`src/logic/bfsl_pkg.sv`:
```
// Constants and types shared by the bridge shutdown host controller.
// Assumes a single 250 MHz clock and a driver whose pins are synchronous to it.
`default_nettype none
package bfsl_pkg;

	// ----------------------------------------
	// Clock and timing
	// ----------------------------------------
	localparam int unsigned CLK_MHZ     = 250;
	localparam int unsigned SETTLE_NS   = 10000;
	localparam int unsigned CLEAR_NS    = 1000;
	localparam int unsigned SD_HOLD_NS  = 2000;
	// Least times, rounded up to whole cycles
	localparam int unsigned SETTLE_CYC  = (SETTLE_NS * CLK_MHZ + 999) / 1000;
	localparam int unsigned CLEAR_CYC   = (CLEAR_NS * CLK_MHZ + 999) / 1000;
	localparam int unsigned SD_HOLD_CYC = (SD_HOLD_NS * CLK_MHZ + 999) / 1000;
	localparam int unsigned TIMER_W     = 12;

	// ----------------------------------------
	// Pins
	// ----------------------------------------
	localparam int unsigned PHASES      = 6;
	localparam logic [5:0]  DRIVE_OFF   = 6'h00;
	localparam logic        SD_IDLE     = 1'h1;
	localparam logic        SD_ACTIVE   = 1'h0;

	typedef enum logic [1:0] {
		ST_WAIT_SUPPLY,
		ST_CLEAR,
		ST_RUN,
		ST_SHUTDOWN
	} bfsl_state_t;

endpackage
`default_nettype wire

```
`src/logic/bfsl_host.sv`:
```
// Host controller for a three-phase bridge driver with built-in protection.
// Gates user phase commands onto the driver inputs, owns the shutdown pin
// and produces the all-low pattern that releases the driver's latches.
// Assumes the fault indicator pin is pulled up externally and sampled here.
`timescale 1ns/10ps
`default_nettype none
module bfsl_host (
	// Clock and reset
	input  wire logic       sys_clk,
	input  wire logic       rst_n,
	// User side
	input  wire logic [5:0] phase_cmd,
	input  wire logic       shutdown_cmd,
	input  wire logic       clear_req,
	input  wire logic       ctrl_supply_ok,
	output logic            drive_active,
	output logic            fault_seen,
	// Driver pins
	input  wire logic       fault_indicator_n,
	output logic [5:0]      phase_drive,
	output logic            shutdown_request_n
);

	// ----------------------------------------
	// State and timers
	// ----------------------------------------
	bfsl_pkg::bfsl_state_t state;
	bfsl_pkg::bfsl_state_t next_state;
	logic                  supply_ok;
	logic                  settle_done;
	logic                  clear_done;
	logic                  hold_done;

	// Indicator low means the driver sees supply undervoltage
	assign supply_ok = ctrl_supply_ok && fault_indicator_n;

	bfsl_timer #(.LIMIT(bfsl_pkg::SETTLE_CYC)) u_settle (
		.sys_clk (sys_clk),
		.rst_n   (rst_n),
		.en      (state == bfsl_pkg::ST_WAIT_SUPPLY && supply_ok),
		.done    (settle_done)
	);

	bfsl_timer #(.LIMIT(bfsl_pkg::CLEAR_CYC)) u_clear (
		.sys_clk (sys_clk),
		.rst_n   (rst_n),
		.en      (state == bfsl_pkg::ST_CLEAR),
		.done    (clear_done)
	);

	bfsl_timer #(.LIMIT(bfsl_pkg::SD_HOLD_CYC)) u_hold (
		.sys_clk (sys_clk),
		.rst_n   (rst_n),
		.en      (state == bfsl_pkg::ST_SHUTDOWN),
		.done    (hold_done)
	);

	// ----------------------------------------
	// Sequencing
	// ----------------------------------------
	always_comb begin
		next_state = state;
		unique case (state)
			bfsl_pkg::ST_WAIT_SUPPLY: begin
				if (settle_done) begin
					next_state = bfsl_pkg::ST_CLEAR;
				end
			end
			bfsl_pkg::ST_CLEAR: begin
				if (!supply_ok) begin
					next_state = bfsl_pkg::ST_WAIT_SUPPLY;
				end else if (shutdown_cmd) begin
					next_state = bfsl_pkg::ST_SHUTDOWN;
				end else if (clear_done) begin
					next_state = bfsl_pkg::ST_RUN;
				end
			end
			bfsl_pkg::ST_RUN: begin
				if (!supply_ok) begin
					next_state = bfsl_pkg::ST_WAIT_SUPPLY;
				end else if (shutdown_cmd) begin
					next_state = bfsl_pkg::ST_SHUTDOWN;
				end else if (clear_req) begin
					next_state = bfsl_pkg::ST_CLEAR;
				end
			end
			bfsl_pkg::ST_SHUTDOWN: begin
				if (hold_done && !shutdown_cmd) begin
					next_state = bfsl_pkg::ST_CLEAR;
				end
			end
		endcase
	end

	always_ff @(posedge sys_clk or negedge rst_n) begin
		if (!rst_n) begin
			state <= bfsl_pkg::ST_WAIT_SUPPLY;
		end else begin
			state <= next_state;
		end
	end

	// ----------------------------------------
	// Driver pins
	// ----------------------------------------
	// no activity before settle
	always_ff @(posedge sys_clk or negedge rst_n) begin
		if (!rst_n) begin
			phase_drive <= bfsl_pkg::DRIVE_OFF;
		end else if (state == bfsl_pkg::ST_RUN && next_state == bfsl_pkg::ST_RUN) begin
			phase_drive <= phase_cmd;
		end else begin
			phase_drive <= bfsl_pkg::DRIVE_OFF;
		end
	end

	always_ff @(posedge sys_clk or negedge rst_n) begin
		if (!rst_n) begin
			shutdown_request_n <= bfsl_pkg::SD_IDLE;
		end else if (next_state == bfsl_pkg::ST_SHUTDOWN) begin
			shutdown_request_n <= bfsl_pkg::SD_ACTIVE;
		end else begin
			shutdown_request_n <= bfsl_pkg::SD_IDLE;
		end
	end

	// ----------------------------------------
	// User status
	// ----------------------------------------
	always_ff @(posedge sys_clk or negedge rst_n) begin
		if (!rst_n) begin
			drive_active <= 1'h0;
			fault_seen   <= 1'h0;
		end else begin
			drive_active <= (next_state == bfsl_pkg::ST_RUN);
			fault_seen   <= !fault_indicator_n;
		end
	end

	// ----------------------------------------
	// Check helpers
	// ----------------------------------------
	// Saturating run lengths; plain delays cannot span hundreds of cycles
	localparam int unsigned OK_SAT   = bfsl_pkg::CLEAR_CYC;
	localparam int unsigned HOLD_SAT = bfsl_pkg::SD_HOLD_CYC;
	logic [bfsl_pkg::TIMER_W-1:0] ok_run;
	logic [bfsl_pkg::TIMER_W-1:0] sd_low_run;

	always_ff @(posedge sys_clk or negedge rst_n) begin
		if (!rst_n) begin
			ok_run <= '0;
		end else if (!supply_ok) begin
			ok_run <= '0;
		end else if (ok_run != OK_SAT[bfsl_pkg::TIMER_W-1:0]) begin
			ok_run <= ok_run + 1'b1;
		end
	end

	always_ff @(posedge sys_clk or negedge rst_n) begin
		if (!rst_n) begin
			sd_low_run <= '0;
		end else if (shutdown_request_n) begin
			sd_low_run <= '0;
		end else if (sd_low_run != HOLD_SAT[bfsl_pkg::TIMER_W-1:0]) begin
			sd_low_run <= sd_low_run + 1'b1;
		end
	end

	// ----------------------------------------
	// Checks
	// ----------------------------------------
	// release only with drive low
	sd_release_low_a: assert property (@(posedge sys_clk) disable iff (!rst_n)
		$rose(shutdown_request_n) |-> (phase_drive == 6'h00) ##1 (phase_drive == 6'h00))
		else $error("shutdown released while phase drive active");

	clear_all_low_a: assert property (@(posedge sys_clk) disable iff (!rst_n)
		(state == bfsl_pkg::ST_CLEAR && $past(state) != bfsl_pkg::ST_CLEAR)
		|-> (phase_drive == 6'h00) [*8])
		else $error("clear window not all low");

	supply_loss_off_a: assert property (@(posedge sys_clk) disable iff (!rst_n)
		(!supply_ok && state == bfsl_pkg::ST_RUN) |=> (phase_drive == 6'h00))
		else $error("drive active without stable supply");

	supply_settle_a: assert property (@(posedge sys_clk) disable iff (!rst_n)
		$rose(supply_ok) |-> (phase_drive == 6'h00) [*8])
		else $error("drive applied before supply settled");

	sd_hold_min_a: assert property (@(posedge sys_clk) disable iff (!rst_n)
		$fell(shutdown_request_n) |-> !shutdown_request_n [*8])
		else $error("shutdown pulse too short");

	sd_response_a: assert property (@(posedge sys_clk) disable iff (!rst_n)
		(shutdown_cmd && state == bfsl_pkg::ST_RUN && supply_ok) |=> !shutdown_request_n)
		else $error("shutdown command not forwarded");

	supply_stable_a: assert property (@(posedge sys_clk) disable iff (!rst_n)
		(phase_drive != bfsl_pkg::DRIVE_OFF) |-> (ok_run == OK_SAT[bfsl_pkg::TIMER_W-1:0]))
		else $error("phase drive without settled supply");

	sd_hold_full_a: assert property (@(posedge sys_clk) disable iff (!rst_n)
		$rose(shutdown_request_n) |-> (sd_low_run == HOLD_SAT[bfsl_pkg::TIMER_W-1:0]))
		else $error("shutdown released before hold time");

	drive_flag_a: assert property (@(posedge sys_clk) disable iff (!rst_n)
		(phase_drive != bfsl_pkg::DRIVE_OFF) |-> drive_active)
		else $error("phase drive while not active");

endmodule
`default_nettype wire

```
`src/logic/bfsl_timer.sv`:
```
// Saturating up-counter with a level done flag.
// Assumes en is held for the whole interval; dropping en restarts it.
`timescale 1ns/10ps
`default_nettype none
module bfsl_timer #(
	parameter int unsigned LIMIT = 1
) (
	// Clock and reset
	input  wire logic sys_clk,
	input  wire logic rst_n,
	// Control
	input  wire logic en,
	output logic      done
);

	logic [bfsl_pkg::TIMER_W-1:0] cnt;

	assign done = en && (cnt == LIMIT[bfsl_pkg::TIMER_W-1:0]);

	always_ff @(posedge sys_clk or negedge rst_n) begin
		if (!rst_n) begin
			cnt <= '0;
		end else if (!en) begin
			cnt <= '0;
		end else if (cnt != LIMIT[bfsl_pkg::TIMER_W-1:0]) begin
			cnt <= cnt + 1'b1;
		end
	end

endmodule
`default_nettype wire

```
`config.mk`:
```
export PLATFORM = sky130hd
export DESIGN_NAME = bfsl_host
export DESIGN_NICKNAME = d
export VERILOG_FILES = /design/src/logic/bfsl_pkg.sv /design/src/logic/bfsl_host.sv /design/src/logic/bfsl_timer.sv
export SDC_FILE = /design/constraint.sdc
export NUM_CORES = 1
export LEC_CHECK = 0
export ABC_AREA = 1
export BUFFER_PORTS_ARGS = -buffer_cell sky130_fd_sc_hd__buf_2
export CORE_MARGIN = 8
export CORE_UTILIZATION = 37
export DETAILED_ROUTE_END_ITERATION = 6
export PLACE_DENSITY = 0.56
export SLEW_MARGIN = 5
export SYNTH_ARGS = -nofsm -noshare
export SYNTH_HDL_FRONTEND = slang
export SYNTH_SLANG_ARGS = --single-unit
```
`constraint.sdc`:
```
create_clock -name sys_clk -period 2.1 [get_ports sys_clk]
set_input_delay 0.42 -clock sys_clk [delete_from_list [all_inputs] [get_ports sys_clk]]
set_output_delay 0.42 -clock sys_clk [all_outputs]
set_load 0.03 [all_outputs]
```
======== Yosys cells after proc, flatten, opt, wreduce, memory -nomap -nowiden ========
Index checks and enable logic that the tools add are counted.
operators by class
  add/subtract/negate cells ............... 3
  equal/unequal tests ..................... 14
  mux-type cells .......................... 17
  reductions and logical operators ........ 10
operators by type and width
  operator                                                number
  2-to-1 mux 12 bit                                       6
  adder 12 x 1 -> 12 bit, second input constant           3
  2-to-1 mux 2 bit                                        8
  equality test 12 bit, second input constant             1
  equality test 12 x 8 -> 1 bit, second input constant    1
  equality test 12 x 9 -> 1 bit, second input constant    1
  inequality test 12 bit, second input constant           1
  inequality test 12 x 8 -> 1 bit, second input constant  1
  inequality test 12 x 9 -> 1 bit, second input constant  1
  equality test 2 bit, second input constant              4
  one-hot mux 2 bit (4 select lines)                      1
  logical AND 1 bit                                       7
  2-to-1 mux 6 bit                                        1
  inequality test 2 bit, second input constant            3
  equality test 2 x 1 -> 1 bit, second input constant     1
  zero test 1 bit                                         2
  zero test 2 bit                                         1
  2-to-1 mux 1 bit                                        1
storage, ports and cells
  flip-flop bits (word level) ............. 47
  output and inout port bits .............. 9
  word-level logic and storage cells ...... 52

======== Longest topological paths before layout ========
  word-level depth ........................ 9
  gate-level depth with buffers ........... 12
  mapped depth without buffers ............ 12

======== By module ========
A second synthesis with hierarchy kept.
unflattened totals
  cell total of the unflattened synthesis .. 370
  area, all modules ....................... 2698.8 µm²
by module, submodules not included
  module                  times used  cells each  area an instance (µm²)  seq. area each (µm²)
  bfsl_timer at u_hold    1           113         774.5                   300.3
  bfsl_timer at u_settle  1           103         733.2                   300.3
  bfsl_timer at u_clear   1           99          715.7                   300.3
  bfsl_host               1           55          475.5                   276.5

======== Least setup slack after synthesis ========
No wires, ideal clock.
  path type ............................... register to register
  from .................................... register u_hold.cnt[0] in the netlist's numbering
  to ...................................... register phase_drive[0]
  arrival ................................. 1.389 ns
  required time ........................... 1.984 ns
  path slack .............................. 0.595 ns
  stages on the path, launching flop included .. 12
  period minus slack after synthesis ...... 1.505 ns
  cell sequence ........................... dfrtp_1 > inv_1 > ha_1 > inv_1 > nor3_1 > nand3_1 > nor2_1 > nor2_1 > nor2_1 > nand2_2 > nand3_4 > nor2_1
on the way
  cells in the longest elaborated chain, start to end .. 8
ends and longest elaborated chain
  element                             line              source
  start: declaration                  bfsl_timer.sv:16  logic [bfsl_pkg::TIMER_W-1:0] cnt;
  start signal: assignment            bfsl_timer.sv:26  cnt <= cnt + 1'b1;
  equality test 12 x 9 -> 1 bit       bfsl_timer.sv:18  assign done = en && (cnt == LIMIT[bfsl_pkg::TIMER_W-1:0]);
  logical AND 1 bit                   bfsl_timer.sv:18
  logical AND 1 bit                   bfsl_host.sv:88   if (hold_done && !shutdown_cmd) begin
  2-to-1 mux 2 bit                    bfsl_host.sv:88
  one-hot mux 2 bit (4 select lines)  bfsl_host.sv:63   unique case (state)
  named net next_state[1]             bfsl_host.sv:28   bfsl_pkg::bfsl_state_t next_state;
  equality test 2 bit                 bfsl_host.sv:110  end else if (state == bfsl_pkg::ST_RUN && next_state == bfsl_pkg::ST_RUN) begin
  logical AND 1 bit                   bfsl_host.sv:110
  2-to-1 mux 6 bit                    bfsl_host.sv:110
  end signal: assignment              bfsl_host.sv:109  phase_drive <= bfsl_pkg::DRIVE_OFF;
  end signal: assignment              bfsl_host.sv:111  phase_drive <= phase_cmd;
  end signal: assignment              bfsl_host.sv:113  phase_drive <= bfsl_pkg::DRIVE_OFF;
  end: declaration                    bfsl_host.sv:20   output logic [5:0] phase_drive,
The timed path passes the listed nets, and every way through them passes these cells.
A chain may end at the register's enable or synchronous reset.

======== Final worst setup path ========
Ends and elaborated chain as after synthesis.

==> metrics.md <==
| Metric | Value |
|---|---|
| CTS H-Tree Depth | 2 |
| Register area share after synthesis | 50.24% |
| Final wirelength | 4463 microns |
| Critical path's top delay family | simple AND/OR/NAND/NOR gates |
| Top-area cell type share of the netlist area | 49.12% |
| Mean Syn Cell Area | 8.553 sq um |
| HP Class | in2async |
| Area occupied by multi-input gates | 967.2 sq um |
| Final period util | 81.23% |
| Post-CTS setup buffer count | 0 |
| Leak | 0.001294 uW |
| Hpwl dp | 3359 microns |
| Startpoint types | flip-flop |
| Setup TNS | 0 ns |
| Synth-to-Final Area Change | 14.42% |
| Clock Pin Slew Worst Setup and Hold Paths | 0.09 ns |
| Reg2Reg Launch Point | u_hold.cnt[0] |
| Crit path cell chain | inv_1 -> ha_1 -> inv_1 -> nor3_1 -> nand3_1 -> nor2_1 -> nor2_1 -> nor2_1 -> nand2_2 -> nand3_4 -> nor2_1 |
| Pre-antenna DRT Iters | 4 |
| Routability cong. | 0.7797 |
| Crit path top cell by count | nor2_1 |
| Post-synth net total | 292 |
| I/O pins | 21 |
| Max transition margin | 64.41% |
| Max Cap Violations | 0 |
| Hold Buf Count CTS | 0 |
| CP endpoint kind | flip-flop |
| Syn Inst Count | 274 |
| Vias after detailed routing | 1791 |
| Total CTS buffers | 5 |
| Status | finished, final reports clean |
| GRT Total Usage | 11.11% |
| Ranking of synthesized cells by area | dfrtp_1, inv_1, nand2_1 |
| XOR/XNOR Fraction of Synth Area | 0.3737% |
| Die Ht | 95.59 microns |
| CP peak stage delay | 0.41 ns |
| Crit path buf inv count | 2 |
| CP max-delay cell | dfrtp_1 |
| Layout cells sized above 1 | 15.84% |
| Wire length per cell | 11.74 microns |
| Antenna-violating nets left | 0 |
| TritonCTS clock tree | built |
| Filler cells | 634 |
| Inst Count DP | 372 |
| CTS resizes | 0 |
| Initial antenna violation count | 0 |
| Critical Path RT | 2.30 ns |
| WS Path Type | reg2reg |
| Final setup fails | 0 |
| Initial Utilization | 37.55% |
| I/O Buffers | 20 |
| Distinct cells, synth | 35 |
| Biggest area consumer among synthesized cells | dfrtp_1 |
| Die X-Extent | 95.59 microns |
| Max clock buf depth | 2 |
| Final Power | 1906 uW |
| CP arrival | 1.91 ns |
| Die area | 9136 sq um |
| Max Slew Vio Count | 0 |
| Final min period | 1.706 ns |
| CTS sink count | 47 |
| CP max FO | 6 |
| Clock latency on the worst-skew pair | 0.30 ns |
| Core area | 6241 sq um |
| Sequential cell area | 1177 sq um |
| CTS root buf | clkbuf_8 |
| Post-route cell area | 2681 sq um |
| Post-synthesis mux area share | 0.4805% |
| Row count | 29 |
| Net count reported at finish | 320 |
| FMAX | 586.2 MHz |
| P per Cell Area | 711.0 nW/um^2 |
| Largest family of logic cells by synthesized area | simple AND/OR/NAND/NOR gates |
| Adder-cell share of the synthesized area | 3.203% |
| First DRT Iteration DRCs | 66 |
| Least-Margin Pin Slew | 0.5339 ns |
| Placed instance area | 2560 sq um |
| Synth Area in Simple Gates | 24.13% |
| VDD IR max | 342.7 uV |
| Post-Syn Area | 2343 sq um |
| Diode count | 0 |
| Global route total overflow | 0 |
| Vias per cell | 4.713 |
| Vias in the first global route | 1839 |
| Hold Violations, Final | 0 |
| First-pass GRT wire length | 8010 microns |
| Ys Warns | 0 |
| Worst Skew | 0.006506 ns |
| Synth Area in Compound Gates | 13.08% |
| Worst Setup SP | u_hold.cnt[0] |
| RSZ-0062 raised after global routing | no |
| Residual DRC | 0 |
| Final cell count without fillers | 380 |
| Register bit total from synthesis | 47 |
| Largest net degree at the start of global routing | 26 |
## area by class of cell
type	instances	share of cell area, %
Clock buffer	6	3.080
Sequential cell	47	43.91
Inverter	51	7.140
Tap cell	77	3.593
Timing Repair Buffer	22	4.760
Multi-Input combinational cell	175	36.07
Clock inverter	2	1.447
## layout by cell type (no fill, tap or decap), types with 2 or more instances in the layout
cell	instances
a211oi_1	4
dfrtp_1	46
nand2_2	3
ha_1	6
nor2_2	2
nor2_1	30
clkbuf_8	6
o21ai_0	18
a21oi_1	23
a31oi_1	5
nor3_1	9
nand3_4	2
nand4_1	3
nand3_1	17
inv_1	49
inv_2	2
buf_2	20
o21a_1	3
nor4_1	2
o21ai_1	2
nand2_1	32
## sequential cells by signal, summed over array words and instances, names as in the netlist
| name | count |
|---|---|
| u_hold.cnt | 12 |
| drive_active | 1 |
| u_settle.cnt | 12 |
| u_clear.cnt | 12 |
| phase_drive | 6 |
| shutdown_request_n | 1 |
| fault_seen | 1 |
| state | 2 |
## worst reg2reg max path, cell delays in order, from the launching register on
cell and delay, ns:
dfrtp_1 0.41, inv_1 0.11, ha_1 0.19, inv_1 0.05, nor3_1 0.16, nand3_1 0.12, nor2_1 0.10, nor2_1 0.04
nor2_1 0.14, nand2_2 0.11, nand3_4 0.12, nor2_1 0.05
## final timing paths
check                           depth (start not counted)  slack, ns              end
worst min-delay path                                    1       0.09  u_settle.cnt[6]
max in group asynchronous                               2       1.49   u_clear.cnt[9]
worst max-delay path                                   11       0.39   phase_drive[0]
min in group sys_clk                                    2       0.26       fault_seen
worst max register to register                         11       0.39   phase_drive[0]
worst min register to register                          1       0.50   u_clear.cnt[6]
## cells by family after synthesis
kind of cell	Yosys count
multiplexers	1
AND/OR/NAND/NOR	111
XOR/XNOR	1
buffers and inverters	52
adder cells (fa/ha/maj)	6
flip-flops	47
AO/OA/AOI/OAI	56
## routing by layer
metal  share of wire (%)  track usage [%]  up-vias
met3                 5.1            4.488        2
li1                    -                -      949
met1                  50            13.46      817
met5                   0                0        -
met2                  44            17.77       23
met4                0.56            3.201        0
## report_power, final
group	internal [uW]	total (uW)	switching (uW)
Sequential	930	957	26.8
Combinational	75.1	239	164
Clock	392	711	319
## synth_stat cells
| library cell | n |
|---|---|
| ha_1 | 6 |
| o21ai_1 | 2 |
| mux2_2 | 1 |
| nor2_2 | 2 |
| nor2_8 | 1 |
| and3_2 | 1 |
| dfrtp_1 | 46 |
| dfstp_2 | 1 |
| nor2_1 | 30 |
| a21oi_1 | 23 |
| nand3b_2 | 1 |
| nand2_1 | 32 |
| a211oi_1 | 4 |
| buf_4 | 1 |
| nor3b_1 | 1 |
| nor4_1 | 2 |
| nand2_2 | 3 |
| o31ai_1 | 1 |
| nor2_4 | 1 |
| nand2_4 | 1 |
| or2_2 | 1 |
| nand3b_1 | 1 |
| inv_1 | 49 |
| nor3_1 | 9 |
| nand3_4 | 2 |
| or3_1 | 1 |
| or2_1 | 1 |
| o21ai_0 | 18 |
| o21a_1 | 3 |
| nand4_1 | 3 |
| a31oi_1 | 5 |
| nand3_1 | 17 |
| nor3_2 | 1 |
| inv_2 | 2 |
| xnor2_1 | 1 |
## metrics by stage
| step | util [%] | setup WS (ns) | hold slack [ns] |
|---|---|---|---|
| global placement | 41.02 | 0.4725 | 0.4314 |
| global route | 42.96 | 0.2243 | 0.1284 |
| floorplan | - | 0.5946 | 0.1244 |
| detailed placement | 41.02 | 0.4127 | 0.4421 |
| finish | 42.96 | 0.3941 | 0.08554 |
| CTS | 42.96 | 0.3911 | 0.1079 |
Note: power is estimated with default switching activity, not from simulation.
